### src/verilog/line_msg_pkg.sv
// Package for the line request message engine: codes, register map, carriers.
// Assumes a single 25 MHz clock domain and a 32-bit register port.
package line_msg_pkg;

  // ==========================================================================
  // Line geometry
  localparam int unsigned NUM_LINES = 8;
  localparam int unsigned LINE_W = 3;
  localparam logic [15:0] LINE_COUNT = 16'h0008;

  // ==========================================================================
  // Message type codes
  localparam logic [15:0] MSG_GET_NAMES = 16'h0001;
  localparam logic [15:0] MSG_GET_DIR = 16'h0002;
  localparam logic [15:0] MSG_SET_DIR = 16'h0003;
  localparam logic [15:0] MSG_GET_LEVEL = 16'h0004;
  localparam logic [15:0] MSG_SET_LEVEL = 16'h0005;
  localparam logic [15:0] MSG_SET_TRIG = 16'h0006;

  // ==========================================================================
  // Direction codes
  localparam logic [1:0] DIR_NONE = 2'h0;
  localparam logic [1:0] DIR_OUT = 2'h1;
  localparam logic [1:0] DIR_IN = 2'h2;

  // ==========================================================================
  // Interrupt trigger codes (table only, no trigger logic behind them)
  localparam logic [7:0] TRIG_NONE = 8'h00;
  localparam logic [7:0] TRIG_RISE = 8'h01;
  localparam logic [7:0] TRIG_FALL = 8'h02;
  localparam logic [7:0] TRIG_BOTH = 8'h03;
  localparam logic [7:0] TRIG_HIGH = 8'h04;
  localparam logic [7:0] TRIG_LOW = 8'h08;

  // ==========================================================================
  // Response status codes
  localparam logic [7:0] STATUS_OK = 8'h00;
  localparam logic [7:0] STATUS_ERR = 8'h01;

  // ==========================================================================
  // Name block
  localparam int unsigned NAME_PTR_W = 5;
  localparam logic [NAME_PTR_W-1:0] NAME_LAST = 5'h10;
  localparam logic [31:0] NAME_SIZE = 32'h0000_0011;

  // ==========================================================================
  // Register map, byte addresses
  localparam int unsigned ADDR_W = 8;
  localparam logic [ADDR_W-1:0] OFS_REQ_HDR = 8'h00;
  localparam logic [ADDR_W-1:0] OFS_REQ_VALUE = 8'h04;
  localparam logic [ADDR_W-1:0] OFS_CTRL = 8'h08;
  localparam logic [ADDR_W-1:0] OFS_RESP_STATUS = 8'h0C;
  localparam logic [ADDR_W-1:0] OFS_RESP_VALUE = 8'h10;
  localparam logic [ADDR_W-1:0] OFS_LINE_COUNT = 8'h14;
  localparam logic [ADDR_W-1:0] OFS_NAME_SIZE = 8'h18;
  localparam logic [ADDR_W-1:0] OFS_NAME_DATA = 8'h1C;

  // Control register fields
  localparam int unsigned CTRL_SUBMIT_BIT = 0;
  localparam int unsigned CTRL_BUSY_BIT = 0;
  localparam int unsigned CTRL_DONE_BIT = 1;
  localparam int unsigned CTRL_DROP_BIT = 2;

  // ==========================================================================
  // Carriers
  typedef struct packed {
    logic [15:0] line;
    logic [15:0] kind;
    logic [31:0] value;
  } req_t;

  typedef struct packed {
    logic [7:0] status;
    logic [31:0] value;
  } resp_t;

endpackage : line_msg_pkg

### src/verilog/line_name_rom.sv
// Name block memory: zero-terminated line names, one entry per line.
// Assumes the caller presents the address one cycle before it needs the byte.
module line_name_rom (
  // Clock and reset
  input wire logic clk_i,
  input wire logic nrst_i,
  // Read port
  input wire logic [line_msg_pkg::NAME_PTR_W-1:0] addr_i,
  output logic [7:0] data_o
);

  // ==========================================================================
  // Contents
  // Plain 7-bit ASCII, distinct names; unnamed lines hold a lone zero byte
  function automatic logic [7:0] name_byte(input logic [line_msg_pkg::NAME_PTR_W-1:0] a);
    case (a)
      5'h00: name_byte = 8'h4C; // Line 0 "LED0"
      5'h01: name_byte = 8'h45;
      5'h02: name_byte = 8'h44;
      5'h03: name_byte = 8'h30;
      5'h04: name_byte = 8'h00;
      5'h05: name_byte = 8'h00; // Line 1 unnamed
      5'h06: name_byte = 8'h52; // Line 2 "RESET"
      5'h07: name_byte = 8'h45;
      5'h08: name_byte = 8'h53;
      5'h09: name_byte = 8'h45;
      5'h0A: name_byte = 8'h54;
      default: name_byte = 8'h00; // Lines 3 to 7 unnamed, past the end reads zero
    endcase
  endfunction : name_byte

  // Registered read data keeps the register port timing simple
  always_ff @(posedge clk_i or negedge nrst_i) begin
    if (!nrst_i) begin
      data_o <= 8'h00;
    end else begin
      data_o <= name_byte(addr_i);
    end
  end

endmodule : line_name_rom

### src/verilog/line_msg_engine.sv
// Request message engine for a set of general-purpose lines.
// Assumes a register master that never issues read and write in one cycle.
// Register map, byte offsets, one 32-bit word per access
// 0x00 request header: line number in the high half, type in the low half
// 0x04 request value
// 0x08 control: write bit 0 to submit; read busy, done and dropped
// 0x0C response status in the low byte
// 0x10 response value
// 0x14 line count, read only
// 0x18 name block size in bytes, read only
// 0x1C name data, one byte per read; each read moves the pointer on, up to the last byte
//
// Timing
// A submit puts the sequencer in execution for one cycle. The response,
// the done flag and the line state change at the edge that ends it, and
// the pins follow one cycle later. A second submit during execution is
// dropped and flagged, since the request fields are frozen then.
// Read data stand for exactly one cycle and are zero otherwise.
// Only one message is ever in flight; the next waits for the driver.
//
// Limitations
// Trigger setup always fails: there is no event path behind it.
// The name block is fixed at build time, so its size is a constant.
// Set level is accepted on any line and used once it turns to output.
// Pin levels are sensed as presented; no synchroniser sits here.
//
// The placing of the registers and the strobed register port were left to the implementer.
module line_msg_engine (
  // Clock and reset
  input wire logic clk_i,
  input wire logic nrst_i,
  // Register port
  input wire logic [line_msg_pkg::ADDR_W-1:0] addr_i,
  input wire logic [31:0] wdata_i,
  input wire logic wr_i,
  input wire logic rd_i,
  output logic [31:0] rdata_o,
  // Line pins
  input wire logic [line_msg_pkg::NUM_LINES-1:0] line_in_i,
  output logic [line_msg_pkg::NUM_LINES-1:0] line_out_o,
  output logic [line_msg_pkg::NUM_LINES-1:0] line_oe_n_o
);

  // ==========================================================================
  // Types and state
  typedef enum logic [2:0] {
    ST_IDLE = 3'b001,
    ST_EXEC = 3'b010,
    ST_DONE = 3'b100
  } state_t;

  // Sequencer, request and response
  state_t state;
  line_msg_pkg::req_t req;
  line_msg_pkg::resp_t resp;
  logic done;
  logic dropped;
  // Per-line configuration
  logic [1:0] dir [line_msg_pkg::NUM_LINES];
  logic [line_msg_pkg::NUM_LINES-1:0] level;
  // Name stream
  logic [line_msg_pkg::NAME_PTR_W-1:0] name_ptr;
  logic [line_msg_pkg::NAME_PTR_W-1:0] next_name_ptr;
  logic [7:0] name_q;
  // Decoded strobes, line select and next response
  logic [line_msg_pkg::LINE_W-1:0] sel;
  logic submit;
  logic name_rd;
  line_msg_pkg::resp_t next_resp;

  // ==========================================================================
  // Helpers
  // Line number is legal only below the reported count
  // Compared on the full field, so high line numbers cannot alias
  function automatic logic line_ok(input logic [15:0] line);
    line_ok = (line < line_msg_pkg::LINE_COUNT);
  endfunction : line_ok

  // Register port address match
  function automatic logic hit(input logic [line_msg_pkg::ADDR_W-1:0] a,
                               input logic [line_msg_pkg::ADDR_W-1:0] ofs);
    hit = (a == ofs);
  endfunction : hit

  // Control word built from the package field positions
  function automatic logic [31:0] ctrl_word(input logic busy, input logic is_done,
                                            input logic is_dropped);
    ctrl_word = 32'h0000_0000;
    ctrl_word[line_msg_pkg::CTRL_BUSY_BIT] = busy;
    ctrl_word[line_msg_pkg::CTRL_DONE_BIT] = is_done;
    ctrl_word[line_msg_pkg::CTRL_DROP_BIT] = is_dropped;
  endfunction : ctrl_word

  // Strobe decode
  // Only a control write with the submit bit set starts a message
  assign submit = wr_i && hit(addr_i, line_msg_pkg::OFS_CTRL)
                  && wdata_i[line_msg_pkg::CTRL_SUBMIT_BIT];
  assign name_rd = rd_i && hit(addr_i, line_msg_pkg::OFS_NAME_DATA);
  // Low bits pick the line; line_ok guards the upper bits
  assign sel = req.line[line_msg_pkg::LINE_W-1:0];

  // ==========================================================================
  // Request fields, held while a message is in flight
  // Writes during a message are ignored so the decoded fields stay stable
  // Line and type share one word, so a single write sets both
  always_ff @(posedge clk_i or negedge nrst_i) begin
    if (!nrst_i) begin
      req <= '0;
    end else if (wr_i && state != ST_EXEC) begin
      if (hit(addr_i, line_msg_pkg::OFS_REQ_HDR)) begin
        req.line <= wdata_i[31:16];
        req.kind <= wdata_i[15:0];
      end
      if (hit(addr_i, line_msg_pkg::OFS_REQ_VALUE)) begin
        req.value <= wdata_i;
      end
    end
  end

  // ==========================================================================
  // Sequencer
  // One message at a time, so every line is answered in arrival order
  // Stricter than needed for different lines, but it keeps ordering trivial
  always_ff @(posedge clk_i or negedge nrst_i) begin
    if (!nrst_i) begin
      state <= ST_IDLE;
    end else begin
      case (state)
        ST_IDLE: begin
          if (submit) begin
            state <= ST_EXEC;
          end
        end
        ST_EXEC: begin
          state <= ST_DONE;
        end
        ST_DONE: begin
          if (submit) begin
            state <= ST_EXEC;
          end
        end
        default: begin
          state <= ST_IDLE;
        end
      endcase
    end
  end

  // Done and dropped flags; a new submit clears done, a busy submit is dropped
  // Set wins over clear when both fall in one cycle
  always_ff @(posedge clk_i or negedge nrst_i) begin
    if (!nrst_i) begin
      done <= 1'b0;
      dropped <= 1'b0;
    end else begin
      if (state == ST_EXEC) begin
        done <= 1'b1;
      end else if (submit) begin
        done <= 1'b0;
      end
      if (submit && state == ST_EXEC) begin
        dropped <= 1'b1;
      end else if (submit) begin
        dropped <= 1'b0;
      end
    end
  end

  // ==========================================================================
  // Message decode
  // Every path sets both status and value, so no stale field is ever returned
  always_comb begin
    next_resp.status = line_msg_pkg::STATUS_ERR;
    next_resp.value = 32'h0000_0000;
    case (req.kind)
      line_msg_pkg::MSG_GET_NAMES: begin
        // Bytes follow through the name data window
        next_resp.status = line_msg_pkg::STATUS_OK;
      end
      // Direction as stored; a line never set reads none
      line_msg_pkg::MSG_GET_DIR: begin
        if (line_ok(req.line)) begin
          next_resp.status = line_msg_pkg::STATUS_OK;
          next_resp.value = {30'h0000_0000, dir[sel]};
        end
      end
      // Only none, out and in are legal direction codes
      line_msg_pkg::MSG_SET_DIR: begin
        if (line_ok(req.line) && req.value <= {30'h0000_0000, line_msg_pkg::DIR_IN}) begin
          next_resp.status = line_msg_pkg::STATUS_OK;
        end
      end
      // Sensed level comes from the pin input, not the stored level
      line_msg_pkg::MSG_GET_LEVEL: begin
        if (line_ok(req.line)) begin
          next_resp.status = line_msg_pkg::STATUS_OK;
          next_resp.value = {31'h0000_0000, line_in_i[sel]};
        end
      end
      // Stored even on a line that is not driven, so output starts at it
      line_msg_pkg::MSG_SET_LEVEL: begin
        if (line_ok(req.line) && req.value <= 32'h0000_0001) begin
          next_resp.status = line_msg_pkg::STATUS_OK;
        end
      end
      // Trigger setup is not offered here: no event path exists, so it fails
      line_msg_pkg::MSG_SET_TRIG: begin
        next_resp.status = line_msg_pkg::STATUS_ERR;
      end
      // Unknown type codes
      default: begin
        next_resp.status = line_msg_pkg::STATUS_ERR;
      end
    endcase
    // A bad line number overrides whatever the type decoded to
    if (!line_ok(req.line)) begin
      next_resp.status = line_msg_pkg::STATUS_ERR;
      next_resp.value = 32'h0000_0000;
    end
  end

  // Response latched at the end of execution
  // It stands until the next message completes, so it may be read again
  always_ff @(posedge clk_i or negedge nrst_i) begin
    if (!nrst_i) begin
      resp <= '0;
    end else if (state == ST_EXEC) begin
      resp <= next_resp;
    end
  end

  // ==========================================================================
  // Per-line state
  // Going to none wipes the held level too, so a later output starts low
  // Failed messages leave every line untouched
  always_ff @(posedge clk_i or negedge nrst_i) begin
    if (!nrst_i) begin
      for (int i = 0; i < line_msg_pkg::NUM_LINES; i++) begin
        dir[i] <= line_msg_pkg::DIR_NONE;
      end
      level <= '0;
    end else if (state == ST_EXEC && next_resp.status == line_msg_pkg::STATUS_OK) begin
      if (req.kind == line_msg_pkg::MSG_SET_DIR) begin
        dir[sel] <= req.value[1:0];
        if (req.value[1:0] == line_msg_pkg::DIR_NONE) begin
          level[sel] <= 1'b0;
        end
      end
      if (req.kind == line_msg_pkg::MSG_SET_LEVEL) begin
        level[sel] <= req.value[0];
      end
    end
  end

  // Pin drivers; a line drives only while set to output
  // Registered, so the pins never glitch while direction and level change
  always_ff @(posedge clk_i or negedge nrst_i) begin
    if (!nrst_i) begin
      line_out_o <= '0;
      line_oe_n_o <= '1;
    end else begin
      for (int i = 0; i < line_msg_pkg::NUM_LINES; i++) begin
        line_out_o[i] <= level[i] && (dir[i] == line_msg_pkg::DIR_OUT);
        line_oe_n_o[i] <= (dir[i] != line_msg_pkg::DIR_OUT);
      end
    end
  end

  // ==========================================================================
  // Name stream
  // Pointer restarts on each names message and stops at the last byte
  // Saturating, so reading too far gives zeros, never the block start again
  always_comb begin
    next_name_ptr = name_ptr;
    if (state == ST_EXEC && req.kind == line_msg_pkg::MSG_GET_NAMES) begin
      next_name_ptr = '0;
    end else if (name_rd && name_ptr != line_msg_pkg::NAME_LAST) begin
      next_name_ptr = name_ptr + 5'h01;
    end
  end

  always_ff @(posedge clk_i or negedge nrst_i) begin
    if (!nrst_i) begin
      name_ptr <= '0;
    end else begin
      name_ptr <= next_name_ptr;
    end
  end

  // ROM is addressed with the next pointer so its output matches name_ptr from the first edge after reset
  line_name_rom u_names (
    .clk_i(clk_i),
    .nrst_i(nrst_i),
    .addr_i(next_name_ptr),
    .data_o(name_q)
  );

  // ==========================================================================
  // Read data, valid in the cycle after the strobe only
  // Reads have no side effect except on the name data window
  always_ff @(posedge clk_i or negedge nrst_i) begin
    if (!nrst_i) begin
      rdata_o <= 32'h0000_0000;
    end else if (rd_i) begin
      case (addr_i)
        line_msg_pkg::OFS_REQ_HDR: rdata_o <= {req.line, req.kind};
        line_msg_pkg::OFS_REQ_VALUE: rdata_o <= req.value;
        line_msg_pkg::OFS_CTRL: begin
          rdata_o <= ctrl_word(state == ST_EXEC, done, dropped);
        end
        line_msg_pkg::OFS_RESP_STATUS: rdata_o <= {24'h00_0000, resp.status};
        line_msg_pkg::OFS_RESP_VALUE: rdata_o <= resp.value;
        line_msg_pkg::OFS_LINE_COUNT: rdata_o <= {16'h0000, line_msg_pkg::LINE_COUNT};
        line_msg_pkg::OFS_NAME_SIZE: rdata_o <= line_msg_pkg::NAME_SIZE;
        line_msg_pkg::OFS_NAME_DATA: rdata_o <= {24'h00_0000, name_q};
        default: rdata_o <= 32'h0000_0000;
      endcase
    end else begin
      rdata_o <= 32'h0000_0000;
    end
  end

endmodule : line_msg_engine

### config.mk
export PLATFORM = sky130hd
export DESIGN_NAME = line_msg_engine
export DESIGN_NICKNAME = d
export VERILOG_FILES = /design/src/verilog/line_msg_pkg.sv /design/src/verilog/line_name_rom.sv /design/src/verilog/line_msg_engine.sv
export SDC_FILE = /design/constraint.sdc
export NUM_CORES = 1
export LEC_CHECK = 0
export ABC_AREA = 1
export BUFFER_PORTS_ARGS = -buffer_cell sky130_fd_sc_hd__buf_2
export CAP_MARGIN = 20
export CORE_MARGIN = 2
export CORE_UTILIZATION = 35
export CTS_CLUSTER_DIAMETER = 100
export DETAILED_ROUTE_END_ITERATION = 8
export SYNTH_ARGS = -nofsm -noshare
export SYNTH_HDL_FRONTEND = slang
export SYNTH_SLANG_ARGS = --single-unit
export TNS_END_PERCENT = 5
### constraint.sdc
create_clock -name clk_i -period 1.9 [get_ports clk_i]
set_input_delay 0.285 -clock clk_i [delete_from_list [all_inputs] [get_ports clk_i]]
set_output_delay 0.285 -clock clk_i [all_outputs]
set_load 0.05 [all_outputs]
Word-level counts from Yosys, hierarchy flattened
Memories as Yosys holds them, arrays and structs flattened.
Cells that the tools add are included.
Operators by class
  add/sub/neg operators: 1
  magnitude comparators: 7
  equal/unequal tests: 34
  multiplexer cells: 30
  bitwise gates (word level): 3
  reduce and logical (&&, ||, !) cells: 30
Operators by type and width (number)
  one-hot mux 32 bit (8 select lines): 1
  two-way mux 40 bit: 1
  two-way mux 8 bit: 5
  equality test 16 x 2 -> 1 bit, second input constant: 2
  equality test 16 x 3 -> 1 bit, second input constant: 2
  equality test 8 x 5 -> 1 bit, second input constant: 4
  <= comparator 32 x 1 -> 1 bit, second input constant: 1
  <= comparator 32 x 2 -> 1 bit, second input constant: 1
  two-way mux 32 bit: 1
  one-hot mux 8 bit (3 select lines): 1
  logical AND 1 bit: 20
  != test 2 x 1 -> 1 bit, second input constant: 9
  bitwise mux 16 bit: 1
  equality test 16 x 1 -> 1 bit, second input constant: 1
  equality test 2 x 1 -> 1 bit, second input constant: 8
  equality test 8 x 4 -> 1 bit, second input constant: 2
  logical NOT 8 bit: 2
  < comparator 16 x 4 -> 1 bit, second input constant: 1
  two-way mux 5 bit: 2
  bitwise AND 8 bit: 1
  bitwise mux 8 bit: 1
  equality test 8 x 3 -> 1 bit, second input constant: 1
  NOT 8 bit: 1
  two-way mux 1 bit: 7
  24 further kinds: 29
Word-level totals
  flip-flop bits (word level): 194
  memory bits (read-only): 112
  bits of input ports: 52
  output and inout port bits: 48
  memories kept: 1
Memories
  (name not given): depth 16, bits a word 7, read ports 1, clocked after Yosys merged registers in 0, wr ports 0, RTL line line_name_rom.sv:16  | case (a)

Logic depth before layout (Yosys ltp)
Gate-level depths: netlist of the first run.
  depth after elaboration: 11
  gate-level depth with buffers: 13
  mapped depth without buffers: 13

By module
Synthesis of the first run repeated with hierarchy kept, for this count alone.
Unflattened totals
  cell total of the unflattened synthesis: 861
  area, all modules: 7131.8 um^2
By module, submodules not included
  line_msg_engine: times used 1, cells an instance 812, area an instance 6740.2 um^2, seq. area each 3739.8 um^2
  line_name_rom: times used 1, cells an instance 49, area an instance 391.6 um^2, seq. area each 175.2 um^2

Worst setup path after synthesis of the first run
Ideal clock, no wire load.
  kind: input to register
  start point: input addr_i[1] in the netlist's numbering
  end point: register u_names.data_o[2]
  library setup time: 120 ps
  arrival time: 1801 ps
  data required time: 1780 ps
  slack: -21 ps
  stages: 12
  cell sequence: nor2_2 nand3_1 nor2_4 nand3_1 xor2_1 nor2_1 inv_1 ha_1 nand2_1 nand2_1 nand2_1 a21oi_1
Between the ends
  longest elaborated chain between the ends: 7
Ends and longest elaborated chain
  start, declared: RTL line line_msg_engine.sv:33  | input wire logic [line_msg_pkg::ADDR_W-1:0] addr_i,
  equality test 8 x 5 -> 1 bit: RTL line line_msg_engine.sv:82  | hit = (a == ofs);
  logical AND 1 bit: RTL line line_msg_engine.sv:98  | assign name_rd = rd_i && hit(addr_i, line_msg_pkg::OFS_NAME_DATA);
  logical AND 1 bit: RTL line line_msg_engine.sv:277  | end else if (name_rd && name_ptr != line_msg_pkg::NAME_LAST) begin
  two-way mux 5 bit: RTL line line_msg_engine.sv:277
  two-way mux 5 bit: RTL line line_msg_engine.sv:275  | if (state == ST_EXEC && req.kind == line_msg_pkg::MSG_GET_NAMES) begin
  via next_name_ptr, one bit: RTL line line_msg_engine.sv:63  | logic [line_msg_pkg::NAME_PTR_W-1:0] next_name_ptr;
  memory read (16 x 7 bit)
  two-way mux 8 bit: RTL line line_name_rom.sv:16
  end signal, assigned: RTL line line_name_rom.sv:37  | data_o <= name_byte(addr_i);
  end, declared: RTL line line_name_rom.sv:9  | output logic [7:0] data_o
The timed path passes the listed nets, and every way through them passes these cells.
A chain may end at the register's enable or synchronous reset.

Final worst setup path of the first run
  start point: register name_ptr[1] in the netlist's numbering
  end point: register u_names.data_o[2]
Between the ends
  longest elaborated chain between the ends: 6
  elaborated cells on any way between the ends: 7
  classes of those cells: add/sub: 1; eq/ne: 1; mux: 3; reduce/logical: 1; memory: 1
Ends and longest elaborated chain
  start, declared: RTL line line_msg_engine.sv:62  | logic [line_msg_pkg::NAME_PTR_W-1:0] name_ptr;
  start signal, assigned: RTL line line_msg_engine.sv:286  | name_ptr <= next_name_ptr;
  parallel branches: the longest is 2 deep, another holds adder 5 x 1 -> 5 bit
  two-way mux 5 bit (*): RTL line line_msg_engine.sv:277
  two-way mux 5 bit (*): RTL line line_msg_engine.sv:275
  via next_name_ptr, one bit: RTL line line_msg_engine.sv:63
  memory read (16 x 7 bit) (*)
  two-way mux 8 bit (*): RTL line line_name_rom.sv:16
Mark *: on every way through the listed nets, which the timed path passes.

==> results of run 1 <==
==> worst reg2reg max path: stages, from the launching register on <==
cell     delay (ns)
dfrtp_1        0.39
inv_2          0.06
ha_2           0.16
nand4_1        0.13
nand3_2        0.13
buf_6          0.12
o21ai_4        0.07
nor2_4         0.16
inv_2          0.07
ha_4           0.26
nand2_2        0.04
nand2_2        0.07
nand2_2        0.06
a21oi_2        0.10
==> area by class of cell <==
class	instances	area share
flip-flops and latches	156	0.408
well taps	275	0.0359
clock buffers	18	0.0458
repair buffers	189	0.135
inverters	121	0.0474
multi-input cells	592	0.315
clock inverters	14	0.0128
==> placed cells by master (no fill, tap or decap), types with 5 or more instances in the layout <==
master	netlist	final
dfrtp_1	147	147
nand3_2	3	7
o22ai_1	10	10
nand2_1	260	253
o21ai_2	10	11
clkbuf_16	0	17
inv_2	3	7
buf_12	0	8
nand3_1	32	28
buf_2	6	98
buf_6	3	5
nor2_1	70	60
nand4_1	33	33
nand2_2	5	10
inv_1	117	113
o21ai_0	56	55
nor2_4	5	8
nor2_2	5	12
a21oi_1	32	30
inv_6	0	6
o21ai_1	25	24
nor3_1	7	6
buf_4	0	77
dfstp_2	9	9
==> through the flow <==
stage	setup slack, ns	power [mW]	setup TNS, ns	hold WS [ns]	cell area, um2
global placement	-0.124	4.35	-0.538	0.303	8790
detailed placement	-0.217	4.37	-1.02	0.306	8790
floorplan	0.0111	3.96	0	-0.0106	7380
finish	0.00759	7.65	0	0.102	9590
global route	-0.106	7.95	-1.45	0.0948	9590
CTS	-0.000925	7.69	-0.000925	0.0866	9390
==> sequential cells by signal, indices dropped and copies added, names as in the netlist <==
name,flops
req,64
rdata_o,32
dir,16
level,8
line_oe_n_o,8
line_out_o,8
u_names.data_o,7
name_ptr,5
resp,3
state,3
done,1
dropped,1
==> path summary, 6_finish.rpt <==
kind                                             from                          end  slack [ns]
worst min-delay path                      wdata_i[28]          req[60]$_DFFE_PN0P_        0.10
worst max register to register  name_ptr[1]$_DFF_PN0_  u_names.data_o[2]$_DFF_PN0_       0.008
worst max-delay path            name_ptr[1]$_DFF_PN0_  u_names.data_o[2]$_DFF_PN0_       0.008
max in group asynchronous                      nrst_i          req[37]$_DFFE_PN0P_        0.95
min in group asynchronous                      nrst_i          dir[15]$_DFFE_PN0P_        0.40
worst min register to register    dir[10]$_DFFE_PN0P_     line_oe_n_o[2]$_DFF_PN1_        0.46
==> repair_timing <==
item / in CTS / in global routing
endpoints found under the setup margin: 26 / 34
endpoints found under the hold margin: 43 / 0
hold buffers: 1 / 0
gates resized for setup: 3 / 37
gates cloned: 0 / 1
pin swaps: 8 / 22
buffers inserted: 3 / 6
==> logic make-up (layout without fill, tap and decap cells) <==
| group | after synthesis | in the layout | share of synthesized area |
|---|---|---|---|
| AO/OA/AOI/OAI | 147 | 147 | 0.112 |
| adder cells (fa/ha/maj) | 7 | 7 | 0.0119 |
| flip-flops | 156 | 156 | 0.532 |
| XOR/XNOR | 3 | 3 | 0.00357 |
| AND/OR/NAND/NOR | 434 | 435 | 0.260 |
| buffers and inverters | 150 | 342 | 0.0805 |
==> power by group <==
part	leakage [nW]	internal, mW	switching (mW)	total (mW)
combinational	2.49	0.342	0.522	0.864
clock	0.270	1.75	1.53	3.29
sequential	2.11	3.43	0.0730	3.50
==> routing by layer <==
metal	vias up	share of wire
met5	-	0
li1	3238	-
met4	0	0.020
met1	3041	0.45
met3	29	0.039
met2	157	0.49
==> impl_metrics.csv, run 1 <==
group,metric,value,unit
critical_path,critPathMaxStageDelay,0.39,ns
clock_network,clock_path_buffers,2,
placed_design,place_inst,1322,
die,ios,100,
die,die_w,149,um
flow_run,drv_cap,0,
clock_network,insertion_delay,0.44,ns
route,firstDrtPassIters,5,
grt,top_usage_layer,"met2",
critical_path,crit_buf_inv,3,
finish,fin_cells,1365,
worst_hold_path,holdCritPathClass,"input pin to register",
yosys,synth_warnings,0,
yosys,synth_cell_types,39,
route,vias,6465,
placed_design,dpl.hpwl,14.1,mm
status,status,"finished clean",
yosys,synthTopCellsByArea,"dfrtp_1, nand2_1, inv_1, o21ai_0, nor2_1",
yosys,synth_common_cells,"nand2_1, dfrtp_1, inv_1",
grt,use_met2,0.309,
yosys,syn_nets,956,
finish,seq_area,0.00392,mm2
finish,drive_above_1_share,0.278,
route,drtIter0Drc,374,
clock_network,path_clk_slew,0.07,ns
route,drc,0,
grt,grt_max_degree,65,
yosys,synth_seq_area_share,0.532,
clock_network,cts_max_level,4,
placed_design,port_buffers,99,
critical_path,reg2regPathDepth,13,
placed_design,place_congestion,0.899,
pwr,max-vdd-ir-drop,455,uV
sta,skew,0.00873,ns
yosys,synth_area_per_cell,8.21,um2
finish,synthToLayoutAreaGrowth,30.2,%
yosys,ys.flop_type,"dfrtp_1",
grt,met1_usage,0.237,
sta,hold_viol_final,0,
clock_network,cts_root_buffer,"clkbuf_16",
critical_path,cp.arrival,2.26,ns
sta,finalCriticalPeriod,1.89,ns
yosys,synth_area,0.00736,mm2
yosys,ys_ff_latch,156,
sta,drv_slew,0,
yosys,synth_edf_count,0,
route,final_antenna_net_count,0,
finish,final_util,0.460,
die,coreArea,0.0208,mm2
yosys,synth.top_cell.area_share,0.500,
critical_path,crit_path_end_kind,"register",
critical_path,critPathSlowestCell,"dfrtp_1",
finish,antennaDiodeCount,0,
critical_path,path_depth,13,
critical_path,cp.required,2.27,ns
grt,grt_overflow,0,
sta,rsz0062_at_grt,"yes",
die,fp.dieH,149,um
die,die-area,0.0222,mm2
critical_path,path_max_fanout,4,
worst_hold_path,hold_depth,3,
critical_path,crit_chain,"inv_2, ha_2, nand4_1, nand3_2, buf_6, o21ai_4, nor2_4, inv_2, ha_4, nand2_2, nand2_2, nand2_2, a21oi_2",
finish,fillers,2108,
grt,grt_pass1_vias,6399,
sta,maxSlewHeadroom,0.618,
route,vias_per_cell,4.74,
route,wirelength,19.7,mm
clock_network,cts_tree,"done",
grt,antenna_found_initial,0,
yosys,synth_area_leader_cell,"dfrtp_1",
sta,fmax,528,MHz
yosys,synthesis.instances,897,
finish,multi_input_area,0.00302,mm2
critical_path,critPathLaunchType,"register",
critical_path,critPathMostFrequentCell,"nand2_2",
route,wl_per_cell,14.4,um
clock_network,clock_sinks,156,
clock_network,numCtsBuffers,17,
grt,grt_pass1_wl,31.6,mm
sta,setup_viol,0,
sta,tightest_slew,0.572,ns
die,initial_utilization,0.354,
pwr,power_density,798,mW/mm2
yosys,synth_most_common_cell,"nand2_1",
grt,grt_use_met3,0.0297,
sta,min_period_over_period,0.996,
grt,track_usage,0.182,
yosys,async_flop_share,1.00,
pwr,p_leak,4.87,nW
critical_path,path_class,"register to register",
die,row_count,53,
finish,final_nets,1136,
critical_path,cp_top_family,"simple AND/OR/NAND/NOR gates",
Power figures use the tool's default switching activity.
==> run 2: changes to the inputs <==
--- a/config.mk
+++ b/config.mk
@@ -9,7 +9,7 @@
 export BUFFER_PORTS_ARGS = -buffer_cell sky130_fd_sc_hd__buf_2
 export CAP_MARGIN = 20
 export CORE_MARGIN = 2
-export CORE_UTILIZATION = 35
+export CORE_UTILIZATION = 25
 export CTS_CLUSTER_DIAMETER = 100
 export DETAILED_ROUTE_END_ITERATION = 8
 export SYNTH_ARGS = -nofsm -noshare
==> constraint.sdc (replaced) <==
create_clock -name clk_i -period 1.9 [get_ports clk_i]
set_input_delay 0.19 -clock clk_i [delete_from_list [all_inputs] [get_ports clk_i]]
set_output_delay 0.19 -clock clk_i [all_outputs]
set_load 0.05 [all_outputs]
==> impl_metrics.csv, run 2 (synthesis gave the netlist of run 1 again) <==
group,metric,value,unit
critical_path,cp.required,2.22,ns
grt,antenna_found_initial,2,
sta,finalCriticalPeriod,1.86,ns
finish,layout_common_cells,"nand2_1, dfrtp_1, inv_1, buf_2, buf_4",
grt,grt_max_degree,65,
finish,drive_above_1_share,0.287,
sta,skew,0.0103,ns
pwr,combPwrFrac,0.114,
route,drc,0,
sta,fin_ws,0.0393,ns
pwr,p_leak,4.92,nW
clock_network,cts_tree,"done",
die,fp.dieH,176,um
status,status,"finished clean",
die,row_count,62,
finish,layout_commonest_cell,"nand2_1",
sta,min_period_over_period,0.979,
clock_network,numCtsBuffers,17,
clock_network,insertion_delay,0.42,ns
route,final_antenna_net_count,0,
grt,grt_pass1_wl,32.3,mm
route,wl_per_cell,14.0,um
grt,grt_pass1_vias,6155,
clock_network,clock_sinks,156,
sta,fmax,537,MHz
pwr,p_int,5.66,mW
critical_path,cp.arrival,2.18,ns
clock_network,clock_path_buffers,2,
clock_network,path_clk_slew,0.07,ns
finish,final_nets,1135,
sta,maxSlewHeadroom,0.631,
pwr,switching_share,0.278,
grt,track_usage,0.135,
sta,setup_viol,0,
critical_path,path_class,"register to register",
flow_run,drv_cap,0,
route,vias_per_cell,4.41,
grt,grt_overflow,0,
placed_design,port_buffers,99,
clock_network,cts_root_buffer,"clkbuf_16",
finish,largest_reg_flops,64,
placed_design,place_ws,-0.155,ns
die,ios,100,
critical_path,reg2reg_slack,0.04,ns
finish,largestRegisters,"req x64, rdata_o x32, dir x16",
pwr,power.share.clock,0.440,
critical_path,path_max_fanout,5,
sta,rsz0062_at_grt,"yes",
die,die_w,176,um
critical_path,critPathLaunchType,"register",
worst_hold_path,holdCritPathClass,"input pin to register",
finish,regMostFlops,"req",
pwr,power.switching,2.18,mW
finish,synthToLayoutAreaGrowth,33.7,%
pwr,max-vdd-ir-drop,581,uV
placed_design,place_area,0.00891,mm2
clock_network,cts_max_level,4,
placed_design,dpl.hpwl,14.5,mm
pwr,seq_power_share,0.446,
route,vias,6496,
pwr,power_density,797,mW/mm2
route,wirelength,20.6,mm
sta,drv_slew,0,
die,initial_utilization,0.255,
die,coreArea,0.0289,mm2
placed_design,place_congestion,0.849,
finish,design_area,0.00985,mm2
route,firstDrtPassIters,6,
critical_path,crit_path_end_kind,"register",
die,die-area,0.0308,mm2
route,drtIter0Drc,570,
sta,tightest_slew,0.553,ns
sta,hold_viol_final,0,
[run 2: worst max-delay path, cell delays in order, from the launching register on]
cell and delay, ns:
dfrtp_1 0.39, inv_1 0.06, ha_2 0.16, nand4_1 0.13, nand3_2 0.13, buf_4 0.11, o21ai_2 0.07, nor2_4 0.17
inv_2 0.06, ha_1 0.28, nand2_1 0.06, nand2_1 0.05, nand2_1 0.06, a21oi_1 0.04
[run 2: what timing repair did]
action,4_1_cts,5_1_grt
pin swaps,9,42
hold endpoints to repair,49,0
hold buffers,1,0
gates resized for setup,12,49
gates cloned,0,3
setup endpoints to repair,26,71
setup buffers,3,10
[run 2: stage by stage]
step                      hold WS [ns]  power (mW)  utilization  instances  setup TNS (ns)
after global placement           0.207        4.35        0.309       1426          -0.526
after CTS                      0.00232        7.85        0.333       1462       -0.000676
final                           0.0158        7.85        0.341       1474               0
after detailed placement         0.214        4.36        0.309       1426          -0.781
after global routing           0.00755        8.22        0.341       1473           -1.51
after floorplan                 -0.106        3.96            -        897               0
[run 2: final cells by class]
cell class,count,area [um2]
Fill cell,3014,19000
Antenna cell,1,2.50
Multi-Input combinational cell,592,3060
Inverter,121,454
Sequential cell,156,3920
Clock buffer,17,425
Timing Repair Buffer,188,1340
Clock inverter,15,175
Tap cell,384,480
[run 2: power by group through the flow]
stage          clock network [mW]  registers (mW)  logic (mW)
2_1_floorplan                   0            3.55       0.408
3_3_place_gp                    0            3.56       0.792
3_5_place_dp                    0            3.56       0.804
4_1_cts                      3.53            3.50       0.821
5_1_grt                      3.69            3.51        1.01
6_report                     3.45            3.50       0.895
[run 2: final timing paths]
kind / startpoint / endpoint / cells past startpoint
worst min-delay path: wdata_i[22] / req[54]$_DFFE_PN0P_ / 3
worst max-delay path: name_ptr[0]$_DFF_PN0_ / u_names.data_o[2]$_DFF_PN0_ / 13
min in group asynchronous: nrst_i / dir[12]$_DFFE_PN0P_ / 2
worst max register to register: name_ptr[0]$_DFF_PN0_ / u_names.data_o[2]$_DFF_PN0_ / 13
worst min register to register: dir[14]$_DFFE_PN0P_ / line_oe_n_o[0]$_DFF_PN1_ / 1
max in group asynchronous: nrst_i / state[0]$_DFFE_PN1P_ / 3
[run 2: metal layers]
layer	global-route usage	routed length, um	vias to the layer above
met2	0.209	9440	202
met1	0.189	9610	3021
met5	0	13	-
met4	0.0379	306	2
li1	-	-	3243
met3	0.0314	1250	28
==> run 3: changes to the inputs <==
==> constraint.sdc (replaced) <==
create_clock -name clk_i -period 1.6 [get_ports clk_i]
set_input_delay 0.16 -clock clk_i [delete_from_list [all_inputs] [get_ports clk_i]]
set_output_delay 0.16 -clock clk_i [all_outputs]
set_load 0.05 [all_outputs]
==> impl_metrics.csv, run 3 (synthesis gave the netlist of run 1 again) <==
group,metric,value,unit
die,coreArea,0.0289,mm2
route,vias_per_cell,4.33,
finish,largest_reg_flops,64,
sta,finalCriticalPeriod,1.84,ns
sta,skew,0.0114,ns
clock_network,cts_max_level,4,
route,drc,0,
die,row_count,62,
sta,tightest_slew,0.387,ns
route,wirelength,21.3,mm
placed_design,dpl.hpwl,15.4,mm
critical_path,cp.arrival,2.16,ns
critical_path,critPathLaunchType,"register",
finish,largestRegisters,"req x64, rdata_o x32, dir x16",
placed_design,place_ws,-0.402,ns
route,vias,6771,
critical_path,path_max_fanout,5,
route,final_antenna_net_count,0,
sta,hold_viol_final,0,
sta,setup_viol,36,
grt,grt_pass1_vias,6591,
clock_network,cts_root_buffer,"clkbuf_16",
worst_hold_path,hold_depth,3,
critical_path,reg2reg_slack,-0.24,ns
sta,fmax,544,MHz
die,initial_utilization,0.255,
critical_path,crit_path_end_kind,"register",
worst_hold_path,whs_endpoint,"req[26]$_DFFE_PN0P_",
critical_path,reg2regPathDepth,12,
clock_network,path_clk_slew,0.07,ns
critical_path,r2r-start,"name_ptr[1]$_DFF_PN0_",
route,drtIter0Drc,533,
clock_network,cts_tree,"done",
finish,layout_common_cells,"nand2_1, buf_4, dfrtp_1, inv_1, buf_2",
grt,grt_pass1_wl,34.2,mm
sta,maxSlewHeadroom,0.742,
sta,drv_slew,0,
finish,synthToLayoutAreaGrowth,44.8,%
grt,grt_overflow,0,
die,die_w,176,um
grt,track_usage,0.142,
worst_hold_path,hold_start,"wdata_i[26]",
worst_hold_path,holdCritPathClass,"input pin to register",
die,ios,100,
critical_path,path_class,"register to register",
status,status,"finished, violations left",
sta,fin_ws,-0.240,ns
clock_network,clock_sinks,156,
sta,min_period_over_period,1.15,
pwr,max-vdd-ir-drop,741,uV
placed_design,place_congestion,0.847,
grt,grt_max_degree,51,
finish,regMostFlops,"req",
finish,antennaDiodeCount,0,
pwr,p_leak,5.41,nW
die,die-area,0.0308,mm2
finish,drive_above_1_share,0.332,
sta,holdWs,0.0128,ns
sta,rsz0062_at_grt,"yes",
grt,antenna_found_initial,1,
route,firstDrtPassIters,5,
clock_network,clock_path_buffers,2,
pwr,power_density,929,mW/mm2
finish,fillers,2959,
die,fp.dieH,176,um
status,violations,"negative setup slack",
critical_path,regToRegEndpoint,"u_names.data_o[2]$_DFF_PN0_",
clock_network,numCtsBuffers,17,
placed_design,port_buffers,99,
finish,final_nets,1227,
finish,layout_commonest_cell,"nand2_1",
flow_run,drv_cap,0,
clock_network,insertion_delay,0.43,ns
critical_path,cp.required,1.92,ns
route,wl_per_cell,13.6,um
run 3: cell types whose count changed in the layout (fill, tap and decap cells not counted), sizes merged:
cell	change
dlygate4sd3	+14
buf	+79
bufinv	+3
inv	+1
clkinvlp	-1
diode	-1
clkinv	-4
run 3: worst max-delay path, stage by stage, from the launching register on:
cell and delay [ns]:
dfrtp_1 0.37, inv_2 0.05, ha_2 0.17, nand4_1 0.12
nand3_2 0.12, xor2_2 0.18, nor2_4 0.16, inv_2 0.06
ha_1 0.29, nand2_1 0.06, nand2_1 0.05, nand2_1 0.07
a21oi_2 0.03
run 3: layer usage:
| layer | routed length, um | global-route usage | vias to the layer above |
|---|---|---|---|
| met4 | 232 | 0.0362 | 2 |
| met5 | 13 | 0 | - |
| li1 | - | - | 3423 |
| met1 | 9660 | 0.188 | 3143 |
| met3 | 1170 | 0.0338 | 21 |
| met2 | 10200 | 0.234 | 182 |
run 3: report_power, final:
part | internal, mW | switching (mW) | total, mW
combinational | 0.535 | 0.684 | 1.22
sequential | 4.07 | 0.0756 | 4.15
clock | 2.73 | 1.81 | 4.55
total | 7.34 | 2.57 | 9.91
run 3: through the flow:
step	instances	TNS, ns	instance area [um2]	total power, mW	util
finish	1565	-6.35	10700	9.91	0.369
global route	1565	-12.65	10700	10.3	0.369
CTS	1564	-6.68	10500	9.98	0.365
detailed placement	1512	-13.99	9570	5.32	0.332
global placement	1512	-14.12	9570	5.31	0.332
floorplan	897	-1.62	7370	4.70	-
run 3: worst max-delay path by stage:
stage	end	slack, ns	start
4_1_cts	u_names.data_o[2]$_DFF_PN0_	-0.22	req[44]$_DFFE_PN0P_
6_report	u_names.data_o[2]$_DFF_PN0_	-0.24	name_ptr[1]$_DFF_PN0_
5_1_grt	u_names.data_o[1]$_DFF_PN0_	-0.37	req[40]$_DFFE_PN0P_
2_1_floorplan	u_names.data_o[2]$_DFF_PN0_	-0.19	name_ptr[0]$_DFF_PN0_
3_3_place_gp	u_names.data_o[2]$_DFF_PN0_	-0.38	addr_i[7]
3_5_place_dp	u_names.data_o[2]$_DFF_PN0_	-0.40	addr_i[7]
run 3: repair_timing:
item,CTS,global route
hold buffers,15,0
setup buffers,5,0
hold endpoints to repair,108,0
cloned,0,1
pin swaps,20,20
gates resized for setup,32,43
setup endpoints to repair,101,96
run 3: area by class of cell:
class                           count  area [um2]  share of cell area
Clock buffer                       18         439              0.0412
Sequential cell                   156        3920               0.367
Tap cell                          384         480              0.0451
Inverter                          121         457              0.0428
Timing Repair Buffer              280        2060               0.193
Clock inverter                     14         220              0.0207
Multi-Input combinational cell    592        3090               0.290
